File: src/stpt_defs.vh
`ifndef STPT_DEFS_VH
`define STPT_DEFS_VH

// register offsets on the internal register port
`define STPT_ADDR_IDLE_LEN 8'h37
`define STPT_ADDR_DECIM 8'h38
`define STPT_RST_IDLE_LEN 8'h00
`define STPT_RST_DECIM 8'h00

// field positions
`define STPT_IDLE_MSB 4
`define STPT_IDLE_LSB 0
`define STPT_DEC_MSB 3
`define STPT_DEC_LSB 0

// timing: clock period and idle-phase step, both in ns
`define STPT_CLK_PERIOD_NS 4
`define STPT_IDLE_STEP_NS 31250
// idle base of 312.5 us counted in idle steps
`define STPT_IDLE_BASE_STEPS 10
// cycles in two idle steps (31.25 us is a half cycle off the grid)
`define STPT_IDLE_STEP2_CYC ((2 * `STPT_IDLE_STEP_NS) / `STPT_CLK_PERIOD_NS)

// decimation cap: codes above this code select the same sample count
`define STPT_DEC_CAP_CODE 4'hc

// axis choice value that disengages self-test
`define STPT_AXIS_OFF 2'h0
// power mode forced while self-test runs
`define STPT_ST_PWR_MODE 2'h0

`endif

File: src/stpt_cfg_regs.v
`timescale 1ns/1ps
`default_nettype none
`include "stpt_defs.vh"

// holds the two self-test configuration registers; read data registered
module stpt_cfg_regs (
  input wire mclk,
  input wire rst,
  input wire [7:0] reg_addr,
  input wire [7:0] reg_wdata,
  input wire reg_wr,
  input wire reg_rd,
  output reg [7:0] reg_rdata_q,
  output reg [7:0] idle_len_q,
  output reg [7:0] decim_q
);

  // writes store all eight bits; upper bits are plain read/write storage
  always @(posedge mclk) begin
    if (rst) begin
      idle_len_q <= `STPT_RST_IDLE_LEN;
      decim_q <= `STPT_RST_DECIM;
    end else if (reg_wr) begin
      if (reg_addr == `STPT_ADDR_IDLE_LEN) begin
        idle_len_q <= reg_wdata;
      end else if (reg_addr == `STPT_ADDR_DECIM) begin
        decim_q <= reg_wdata;
      end
    end
  end

  // read returns zero for addresses this block does not own
  always @(posedge mclk) begin
    if (rst) begin
      reg_rdata_q <= 8'h00;
    end else if (reg_rd) begin
      if (reg_addr == `STPT_ADDR_IDLE_LEN) begin
        reg_rdata_q <= idle_len_q;
      end else if (reg_addr == `STPT_ADDR_DECIM) begin
        reg_rdata_q <= decim_q;
      end else begin
        reg_rdata_q <= 8'h00;
      end
    end
  end

endmodule // stpt_cfg_regs

`default_nettype wire

File: src/stpt_phase_timing.v
`timescale 1ns/1ps
`default_nettype none
`include "stpt_defs.vh"

module stpt_phase_timing #(
  parameter [31:0] IDLE_STEP2_CYC = `STPT_IDLE_STEP2_CYC
) (
  input wire mclk,
  input wire rst,
  input wire [7:0] reg_addr,
  input wire [7:0] reg_wdata,
  input wire reg_wr,
  input wire reg_rd,
  input wire [1:0] selftest_axis_choice,
  input wire [3:0] user_odr,
  input wire [1:0] user_pwr,
  output reg [7:0] reg_rdata_q,
  output reg st_active_q,
  output reg st_meas_q,
  output reg st_dir_q,
  output reg [1:0] st_axis_q,
  output reg sample_tick_q,
  output reg meas_done_q,
  output reg [31:0] selftest_meas_period_q,
  output reg [3:0] eff_odr_q,
  output reg [1:0] eff_pwr_q
);

  // sequencer states
  localparam [1:0] S_OFF = 2'h0;
  localparam [1:0] S_IDLE = 2'h1;
  localparam [1:0] S_MEAS = 2'h2;

  // register outputs and the live fields that act
  wire [7:0] idle_len_w;
  wire [7:0] decim_w;
  wire [7:0] rdata_w;
  wire [4:0] selftest_idle_count;
  wire [3:0] selftest_decim_code;

  // phase counters; durations are held per phase in idle_cyc_q
  reg [1:0] state_q;
  reg [1:0] state_d;
  reg [31:0] idle_cyc_q;
  reg [12:0] samples_q;
  reg [31:0] cnt_q;
  reg [12:0] smp_cnt_q;

  // configuration storage sits in its own module
  stpt_cfg_regs u_regs (
    .mclk(mclk),
    .rst(rst),
    .reg_addr(reg_addr),
    .reg_wdata(reg_wdata),
    .reg_wr(reg_wr),
    .reg_rd(reg_rd),
    .reg_rdata_q(rdata_w),
    .idle_len_q(idle_len_w),
    .decim_q(decim_w)
  );

  // only the low field bits act; the upper bits are plain storage
  assign selftest_idle_count = idle_len_w[`STPT_IDLE_MSB:`STPT_IDLE_LSB];
  assign selftest_decim_code = decim_w[`STPT_DEC_MSB:`STPT_DEC_LSB];

  // idle length in cycles, a least time so the half cycle rounds up
  function [31:0] idle_cycles;
    input [4:0] n;
    reg [31:0] steps;
    begin
      steps = `STPT_IDLE_BASE_STEPS + {27'h0, n};
      idle_cycles = (steps * IDLE_STEP2_CYC + 32'h1) >> 1;
    end
  endfunction

  // sample count for a decimation code, clamped at the cap
  function [12:0] dec_samples;
    input [3:0] code;
    reg [3:0] c;
    begin
      c = (code > `STPT_DEC_CAP_CODE) ? `STPT_DEC_CAP_CODE : code;
      dec_samples = 13'h1 << c;
    end
  endfunction

  // next state: any non-zero axis choice engages the sequence;
  // a disengage wins over any phase end in the same cycle
  always @* begin
    state_d = state_q;
    case (state_q)
      S_OFF: begin
        if (selftest_axis_choice != `STPT_AXIS_OFF) begin
          state_d = S_IDLE;
        end
      end
      S_IDLE: begin
        if (selftest_axis_choice == `STPT_AXIS_OFF) begin
          state_d = S_OFF;
        end else if (cnt_q == 32'h1) begin
          state_d = S_MEAS;
        end
      end
      S_MEAS: begin
        if (selftest_axis_choice == `STPT_AXIS_OFF) begin
          state_d = S_OFF;
        end else if (cnt_q == 32'h1 && smp_cnt_q == 13'h1) begin
          state_d = S_IDLE;
        end
      end
      default: begin
        state_d = S_OFF;
      end
    endcase
  end

  // phase sequencer; settings are latched afresh at every idle start so
  // a write mid-phase takes effect from the next idle start, not part way through a phase
  always @(posedge mclk) begin
    if (rst) begin
      state_q <= S_OFF;
      idle_cyc_q <= 32'h0;
      samples_q <= 13'h0;
      cnt_q <= 32'h0;
      smp_cnt_q <= 13'h0;
      st_dir_q <= 1'b0;
      st_axis_q <= 2'h0;
      sample_tick_q <= 1'b0;
      meas_done_q <= 1'b0;
    end else begin
      state_q <= state_d;
      sample_tick_q <= 1'b0;
      meas_done_q <= 1'b0;
      if (state_d == S_IDLE && state_q != S_IDLE) begin
        idle_cyc_q <= idle_cycles(selftest_idle_count);
        cnt_q <= idle_cycles(selftest_idle_count);
        samples_q <= dec_samples(selftest_decim_code);
        st_axis_q <= selftest_axis_choice;
        if (state_q == S_OFF) begin
          st_dir_q <= 1'b0;
        end
      end else if (state_q == S_IDLE && state_d == S_MEAS) begin
        // each sample slot spans one idle duration
        cnt_q <= idle_cyc_q;
        smp_cnt_q <= samples_q;
      end else if (state_q == S_MEAS && state_d == S_MEAS) begin
        // reload for the next sample slot
        if (cnt_q == 32'h1) begin
          cnt_q <= idle_cyc_q;
          smp_cnt_q <= smp_cnt_q - 13'h1;
          sample_tick_q <= 1'b1;
        end else begin
          cnt_q <= cnt_q - 32'h1;
        end
      end else if (state_q == S_IDLE) begin
        cnt_q <= cnt_q - 32'h1;
      end
      if (state_q == S_MEAS && state_d == S_IDLE) begin
        sample_tick_q <= 1'b1;
        meas_done_q <= 1'b1;
        st_dir_q <= ~st_dir_q;
      end
      if (state_d == S_OFF) begin
        cnt_q <= 32'h0;
        smp_cnt_q <= 13'h0;
      end
    end
  end

  // a live preview of the settings, one cycle behind a write; the
  // sequencer itself runs on the values latched at idle start
  // period equals samples times idle
  always @(posedge mclk) begin
    if (rst) begin
      selftest_meas_period_q <= 32'h0;
    end else begin
      selftest_meas_period_q <= idle_cycles(selftest_idle_count) *
        {19'h0, dec_samples(selftest_decim_code)};
    end
  end

  // the override follows state_d so it switches on the same edge as
  // st_active_q and the sensing core never sees a mixed setting
  // status flags and the mode override seen by the sensing core
  always @(posedge mclk) begin
    if (rst) begin
      st_active_q <= 1'b0;
      st_meas_q <= 1'b0;
      eff_odr_q <= 4'h0;
      eff_pwr_q <= 2'h0;
      reg_rdata_q <= 8'h00;
    end else begin
      st_active_q <= (state_d != S_OFF);
      st_meas_q <= (state_d == S_MEAS);
      reg_rdata_q <= rdata_w;
      if (state_d != S_OFF) begin
        eff_odr_q <= selftest_decim_code;
        eff_pwr_q <= `STPT_ST_PWR_MODE;
      end else begin
        eff_odr_q <= user_odr;
        eff_pwr_q <= user_pwr;
      end
    end
  end

endmodule // stpt_phase_timing

`default_nettype wire

File: config.mk
export PLATFORM = sky130hd
export DESIGN_NAME = stpt_phase_timing
export DESIGN_NICKNAME = d
export VERILOG_FILES = /design/src/stpt_cfg_regs.v /design/src/stpt_phase_timing.v
export VERILOG_INCLUDE_DIRS = /design/src /design/src/src
export SDC_FILE = /design/constraint.sdc
export NUM_CORES = 1
export LEC_CHECK = 0
export ABC_AREA = 0
export ABC_CLOCK_PERIOD_IN_PS = 12900
export BUFFER_PORTS_ARGS = -buffer_cell sky130_fd_sc_hd__clkbuf_2
export CELL_PAD_IN_SITES_DETAIL_PLACEMENT = 0
export CELL_PAD_IN_SITES_GLOBAL_PLACEMENT = 1
export CORE_MARGIN = 5
export CORE_UTILIZATION = 40
export DETAILED_ROUTE_END_ITERATION = 12
export GPL_TIMING_DRIVEN = 0
export PLACE_DENSITY = 0.79
export SYNTH_ARGS = -nofsm -noshare
export SYNTH_HDL_FRONTEND = slang
export SYNTH_SLANG_ARGS = --single-unit
File: constraint.sdc
create_clock -name mclk -period 12.9 [get_ports mclk]
set_input_delay 3.87 -clock mclk [delete_from_list [all_inputs] [get_ports mclk]]
set_output_delay 3.87 -clock mclk [all_outputs]
set_load 0.01 [all_outputs]
==> impl_metrics.tcl, run 1 <==
set metrics [dict create \
    status "finished, final reports clean" \
    cts_resized 0 \
    async_flop_share_pct 0 \
    drt_pass1_iterations 8 \
    clkPwrFrac_pct 46.0 \
    synth_top_area_share_pct 26.62 \
    placeableCoreArea_um2 38380 \
    r2r_setup_slack_ns 1.91 \
    critPathLaunch "u_regs.idle_len_q[1]" \
    switching_share_pct 28.51 \
    fmax_mhz 90.96 \
    hold_path.class "reg -> reg" \
    period_needed_ns 10.99 \
    synthTopCellsByArea "fa_1 (27%), dfxtp_1 (20%), ha_1 (9.6%), nand2_1 (7.3%), inv_1 (6.1%)" \
    antenna_found_initial 1 \
    route.vias.total 12700 \
    grt_util_all_layers_pct 20.80 \
    synth_seq_cells 157 \
    hold_viol_final 0 \
    avgViaCountPerCell 5.192 \
    r2r-start "u_regs.idle_len_q[1]" \
    critPathMostFrequentCell "fa_1" \
    power.density_nw_per_um2 68.93 \
    drive_above_1_share_pct 7.573 \
    nets 2266 \
    worstSetupEndpointType "flip-flop" \
    gp_congestion 0.9323 \
    hp-start "idle_cyc_q[3]" \
    drc 0 \
    cts_tree "yes" \
    port-buffer-count 78 \
    ant_nets 0 \
    crit_slowest_cell "xnor2_1" \
    drv_slew 0 \
    clkTransAtPathRegs_ns 0.07 \
    p_switching_uw 335.9 \
    grt_pass1_vias 12590 \
    critPathKind "reg -> reg" \
    tightest_slew_ns 1.361 \
    power_frac_comb_pct 10.8 \
    areaGrowthSynthToFinish_pct 10.87 \
    fp-row-count 72 \
    min_period_over_period_pct 85.23 \
    final_cell_area_um2 17090 \
    internal-power_uw 842.4 \
    synth.cell_area_um2 15420 \
    tns_ns 0 \
    cts_setup_buffers 0 \
    synth_ff_type "dfxtp_1" \
    drt-initial-drc-count 845 \
    clock-sinks 157 \
    fillers 3921 \
    r2r-end "selftest_meas_period_q[31]" \
    grt_max_degree 18 \
    leakagePower_uw 0.007632 \
    cts-htree-levels 4 \
    place_area_um2 16470 \
    regArea_um2 3143 \
    cts_hold_buf 0 \
    post_drt_wl_per_cell_um 17.63 \
    dieWidth_um 206.3 \
    clk_latency_ns 0.46 \
    r2r.worst_path.cells 36 \
    cts_buffer_depth 2 \
    cts_root_buf "clkbuf_16" \
    arrival_ns 11.38 \
    ys_seq_area_share_pct 20.38 \
    synth_nets 2168 \
    critPathMaxFanout 9 \
    hold-path-endpoint "idle_cyc_q[3]" \
    numCtsBuffers 17 \
    max_stage_delay_ns 0.73 \
    synth_compound_area_share_pct 10.01 \
    max-vdd-ir-drop_uv 92.57 \
    synthMuxAreaShare_pct 0.2110 \
    ys_warn_count 0 \
    grt-ovfl-total 0 \
    seqPwrFrac_pct 43.2 \
    synth_top_area_cell "fa_1" \
    yosys.area_share.simple_pct 19.91 \
    place_hpwl_mm 34.49 \
    multiInputGateArea_um2 11020 \
    antenna_cells 0 \
    cap_violations 0 \
    rsz0062_at_grt "no" \
    slew_headroom_pct 8.623 \
    synth_cell_types 70 \
    setup_viol 0 \
    syn_area_per_cell_um2 8.486 \
    critPathLaunchType "flip-flop" \
    synth_top_family_by_area "adder cells" \
    ios 81 \
    die_area_um2 42570 \
    synth-xor-area-share_pct 5.145 \
    die_y_um 206.3 \
    whs_path_depth 2 \
    finClkSkew_ns 0.02186 \
    initial_core_util_pct 40.18 \
    syn_inst 1817 \
    synthAdderAreaFrac_pct 36.19 \
    synth_edf_count 0 \
    grt_first_pass_wirelength_mm 68.70 \
    drt-total-wl_mm 43.13 \
    required_ns 13.29 \
]
critical path, delay by kind of cell (launching register included):
family | cells | cell delay (ns)
buffers and inverters | 7 | 0.47
adders and majority gates | 10 | 4.58
xor gates and xnor gates | 3 | 1.91
DFF | 1 | 0.49
and+or+nand+nor | 5 | 0.96
AOI/OAI and AO/OA | 11 | 2.53
registers in the layout (all words and copies together) (netlist names):
name / flops
cnt_q: 32
selftest_meas_period_q: 32
idle_cyc_q: 20
samples_q: 13
smp_cnt_q: 13
reg_rdata_q: 8
u_regs.decim_q: 8
u_regs.idle_len_q: 8
u_regs.reg_rdata_q: 8
eff_odr_q: 4
eff_pwr_q: 2
st_axis_q: 2
state_q: 2
meas_done_q: 1
sample_tick_q: 1
st_active_q: 1
st_dir_q: 1
st_meas_q: 1
kinds of logic after synthesis:
kind of cell,count (synthesis)
adder cells (fa/ha/maj),323
XOR/XNOR,89
AND/OR/NAND/NOR,676
multiplexers,3
flip-flops,157
AO/OA/AOI/OAI,247
buffers and inverters,322
routing by layer:
| layer | GRT usage (%) | wire length [um] | vias up |
|---|---|---|---|
| met5 | 0 | 0 | - |
| met4 | 6.036 | 1088 | 0 |
| li1 | - | - | 6013 |
| met1 | 28.21 | 18600 | 6262 |
| met3 | 4.001 | 2831 | 64 |
| met2 | 33.97 | 20610 | 361 |
cell usage in the layout, fill, tap and decap left out, drive strengths merged, types with 15 or more instances in the layout:
cell type  instances
fa               205
xor2              41
and2              29
dfxtp            157
xnor2             47
a211oi            15
a21oi            104
a31oi             16
nor2             176
and3              23
o21ai             35
nand2b            16
ha               118
clkbuf           155
nand2            300
nand3             32
inv              256
nor3              30
nor2b             25
cell usage after synthesis (15+ instances only):
cell	number
nand2b_1	16
nor2_1	175
o21ai_0	31
and2_1	28
a211oi_1	15
a21oi_1	104
xnor2_1	47
fa_1	205
inv_1	249
ha_1	118
xor2_1	41
a31oi_1	16
and3_1	23
nor2b_1	25
nand2_1	300
clkbuf_1	60
nand3_1	32
dfxtp_1	157
nor3_1	27
how the worst max path moves through the flow:
stage                                 end  slack [ns]
2_1_floorplan  selftest_meas_period_q[31]        3.84
3_3_place_gp   selftest_meas_period_q[31]        1.87
3_5_place_dp   selftest_meas_period_q[31]        1.82
4_1_cts        selftest_meas_period_q[31]        1.72
5_1_grt        selftest_meas_period_q[31]        1.16
6_report       selftest_meas_period_q[31]        1.91
power by group through the flow:
stage	combinational (uW)	sequential [uW]	clock, uW
2_1_floorplan	87.7	520	0
3_5_place_dp	127	520	0
5_1_grt	142	511	574
4_1_cts	128	509	553
6_report	127	509	542
3_3_place_gp	126	520	0
through the flow:
stage          setup slack [ns]  power, uW  utilization, %  cells  hold WS [ns]
2_1_floorplan             3.836      607.4               -   1817        0.4332
3_3_place_gp              1.867      645.2           42.88   2413        0.4423
3_5_place_dp              1.816      646.9           42.92   2414        0.4471
4_1_cts                   1.720       1190           44.54   2446        0.4573
5_1_grt                   1.157       1227           44.54   2446        0.4673
6_report                  1.906       1178           44.54   2446        0.4584
final cells by class:
type / instances / area share, %
Buffer: 73 / 1.888
Sequential cell: 157 / 18.39
Multi-Input combinational cell: 1338 / 64.49
Timing Repair Buffer: 79 / 2.328
Inverter: 249 / 5.468
Tap cell: 518 / 3.792
Clock buffer: 17 / 2.489
Clock inverter: 15 / 1.164
Note: power is estimated with default switching activity, not from simulation.
==> run 2, diff against run 1 <==
--- a/config.mk
+++ b/config.mk
@@ -6,7 +6,7 @@
 export SDC_FILE = /design/constraint.sdc
 export NUM_CORES = 1
 export LEC_CHECK = 0
-export ABC_AREA = 0
+export ABC_AREA = 1
 export ABC_CLOCK_PERIOD_IN_PS = 12900
 export BUFFER_PORTS_ARGS = -buffer_cell sky130_fd_sc_hd__clkbuf_2
 export CELL_PAD_IN_SITES_DETAIL_PLACEMENT = 0
@@ -15,7 +15,7 @@
 export CORE_UTILIZATION = 40
 export DETAILED_ROUTE_END_ITERATION = 12
 export GPL_TIMING_DRIVEN = 0
-export PLACE_DENSITY = 0.79
+export PLACE_DENSITY = 0.81
 export SYNTH_ARGS = -nofsm -noshare
 export SYNTH_HDL_FRONTEND = slang
 export SYNTH_SLANG_ARGS = --single-unit
==> impl_metrics.tcl, run 2 <==
set metrics [dict create \
    critPathKind "reg -> reg" \
    drc 0 \
    regArea_um2 3143 \
    dieWidth_um 212.7 \
    antenna_cells 0 \
    gr-max-usage-layer "met2" \
    final_common_cell "nand2_1" \
    slew_headroom_pct 21.15 \
    async_flop_share_pct 0 \
    syn_area_per_cell_um2 7.384 \
    hold_path.class "reg -> reg" \
    grt_max_degree 17 \
    nets 2675 \
    max_stage_delay_ns 0.57 \
    use_met1_pct 29.44 \
    hold_viol_final 0 \
    crit_slowest_cell "fa_1" \
    fmax_mhz 108.1 \
    r2r_setup_slack_ns 3.65 \
    numCtsBuffers 17 \
    layout_common_cells "nand2_1 (452), inv_1 (416), nor2_1 (290)" \
    grt-ovfl-total 0 \
    synth_cell_types 51 \
    min_period_over_period_pct 71.70 \
    drt-initial-drc-count 1041 \
    ant_nets 0 \
    clk_latency_ns 0.46 \
    drt-total-wl_mm 49.57 \
    cts-htree-levels 4 \
    critPathLaunchType "flip-flop" \
    place_hpwl_mm 41.20 \
    clkPwrFrac_pct 43.1 \
    synth.cell_area_um2 16440 \
    worstSetupEndpointType "flip-flop" \
    ys_warn_count 0 \
    leakagePower_uw 0.008695 \
    die_area_um2 45240 \
    drive_above_1_share_pct 7.149 \
    use_met3_pct 3.232 \
    holdWs_ns 0.4166 \
    grt_pass1_vias 14920 \
    tightest_slew_ns 1.183 \
    grt_util_all_layers_pct 22.66 \
    fillers 4235 \
    cts_root_buf "clkbuf_16" \
    setup_viol 0 \
    initial_core_util_pct 40.34 \
    cts_tree "yes" \
    antenna_found_initial 0 \
    synth_common_cells "nand2_1 (452), inv_1 (416), nor2_1 (290)" \
    drv_slew 0 \
    p_switching_uw 351.9 \
    multiInputGateArea_um2 11370 \
    route.vias.total 14550 \
    clkTransAtPathRegs_ns 0.06 \
    required_ns 13.25 \
    port-buffer-count 79 \
    synth_seq_cells 157 \
    max-vdd-ir-drop_uv 79.85 \
    synth_most_common_cell "nand2_1" \
    clock-sinks 157 \
    ios 81 \
    seqPwrFrac_pct 42.1 \
    tns_ns 0 \
    cts_buffer_depth 2 \
    synth_ff_type "dfxtp_1" \
    cts_hold_buf 0 \
    status "finished, final reports clean" \
    synth_edf_count 0 \
    period_needed_ns 9.249 \
    critPathMostFrequentCell "fa_1" \
    arrival_ns 9.60 \
    fp-row-count 74 \
    syn_inst 2226 \
    power.density_nw_per_um2 67.34 \
    synth_top_area_share_pct 24.97 \
    critPathMaxFanout 9 \
    finClkSkew_ns 0.009429 \
    ys_seq_area_share_pct 19.12 \
    synthTopCellsByArea "fa_1 (25%), dfxtp_1 (19%), nand2_1 (10%), inv_1 (9.5%), ha_1 (9.0%)" \
    synth_top_area_cell "fa_1" \
    avgViaCountPerCell 5.073 \
    synth_nets 2577 \
    cts_setup_buffers 0 \
    final_util_pct 44.41 \
    post_drt_wl_per_cell_um 17.28 \
    cts_resized 0 \
    switching_share_pct 28.88 \
    gp_congestion 0.9112 \
    cap_violations 0 \
    die_y_um 212.7 \
    power_frac_comb_pct 14.8 \
    areaGrowthSynthToFinish_pct 10.07 \
    grt.met2_usage_pct 38.71 \
    drt_pass1_iterations 6 \
    grt_first_pass_wirelength_mm 80.21 \
    internal-power_uw 866.4 \
    largest_registers "cnt_q (32), selftest_meas_period_q (32), idle_cyc_q (20)" \
    placeableCoreArea_um2 40740 \
    finalPower_uw 1218 \
    rsz0062_at_grt "no" \
]
==> run 2: logic make-up after synthesis <==
| logic type | after synthesis | synth area share, % |
|---|---|---|
| muxes | 1 | 0.06090 |
| adders and majority gates | 323 | 33.95 |
| and+or+nand+nor | 917 | 23.28 |
| xor gates and xnor gates | 45 | 2.489 |
| DFF | 157 | 19.12 |
| AOI/OAI and AO/OA | 289 | 9.379 |
| buffers and inverters | 494 | 11.72 |
==> run 2: area by class of cell <==
cell class | instances | share of cell area, %
plain buffers | 61 | 1.646
clock buffers | 20 | 2.414
clock inverters | 11 | 0.8714
inverters | 433 | 8.998
multi-input cells | 1575 | 62.83
flip-flops and latches | 157 | 17.37
well taps | 532 | 3.679
repair buffers | 79 | 2.185
==> run 2: power groups by stage <==
stage | Combinational, uW | Clock (uW) | Sequential [uW]
after global routing | 202 | 559 | 515
after floorplan | 124 | 0 | 523
after global placement | 179 | 0 | 524
after detailed placement | 180 | 0 | 524
final | 180 | 525 | 513
after CTS | 181 | 539 | 513
==> run 2: per-stage QoR <==
| step | setup WS (ns) | cells | cell area [um^2] |
|---|---|---|---|
| after CTS | 3.647 | 2868 | 18090 |
| after global placement | 3.767 | 2837 | 17500 |
| after global routing | 3.170 | 2868 | 18090 |
| after floorplan | 5.130 | 2226 | 16440 |
| after detailed placement | 3.689 | 2837 | 17500 |
| final | 3.651 | 2868 | 18090 |
==> run 2: worst paths after layout <==
path	cells past startpoint	end	startpoint
setup / recovery	38	selftest_meas_period_q[31]	u_regs.idle_len_q[1]
hold reg to reg	2	reg_rdata_q[2]	u_regs.reg_rdata_q[2]
setup reg to reg	38	selftest_meas_period_q[31]	u_regs.idle_len_q[1]
hold / removal	2	reg_rdata_q[2]	u_regs.reg_rdata_q[2]
==> run 2: per-layer routing <==
metal,vias to the layer above,routed length (um)
met5,-,0
met3,91,2438
met4,0,1744
met2,400,23850
li1,7047,-
met1,7010,21540
==> run 2: worst max-delay path: cells and delay by family (launching register included) <==
kind / cells / cell delay [ns]
compound gates: 1 / 0.31
fa+ha+maj: 11 / 4.87
buf+inv: 8 / 1.00
flops: 1 / 0.35
simple gates: 18 / 2.58
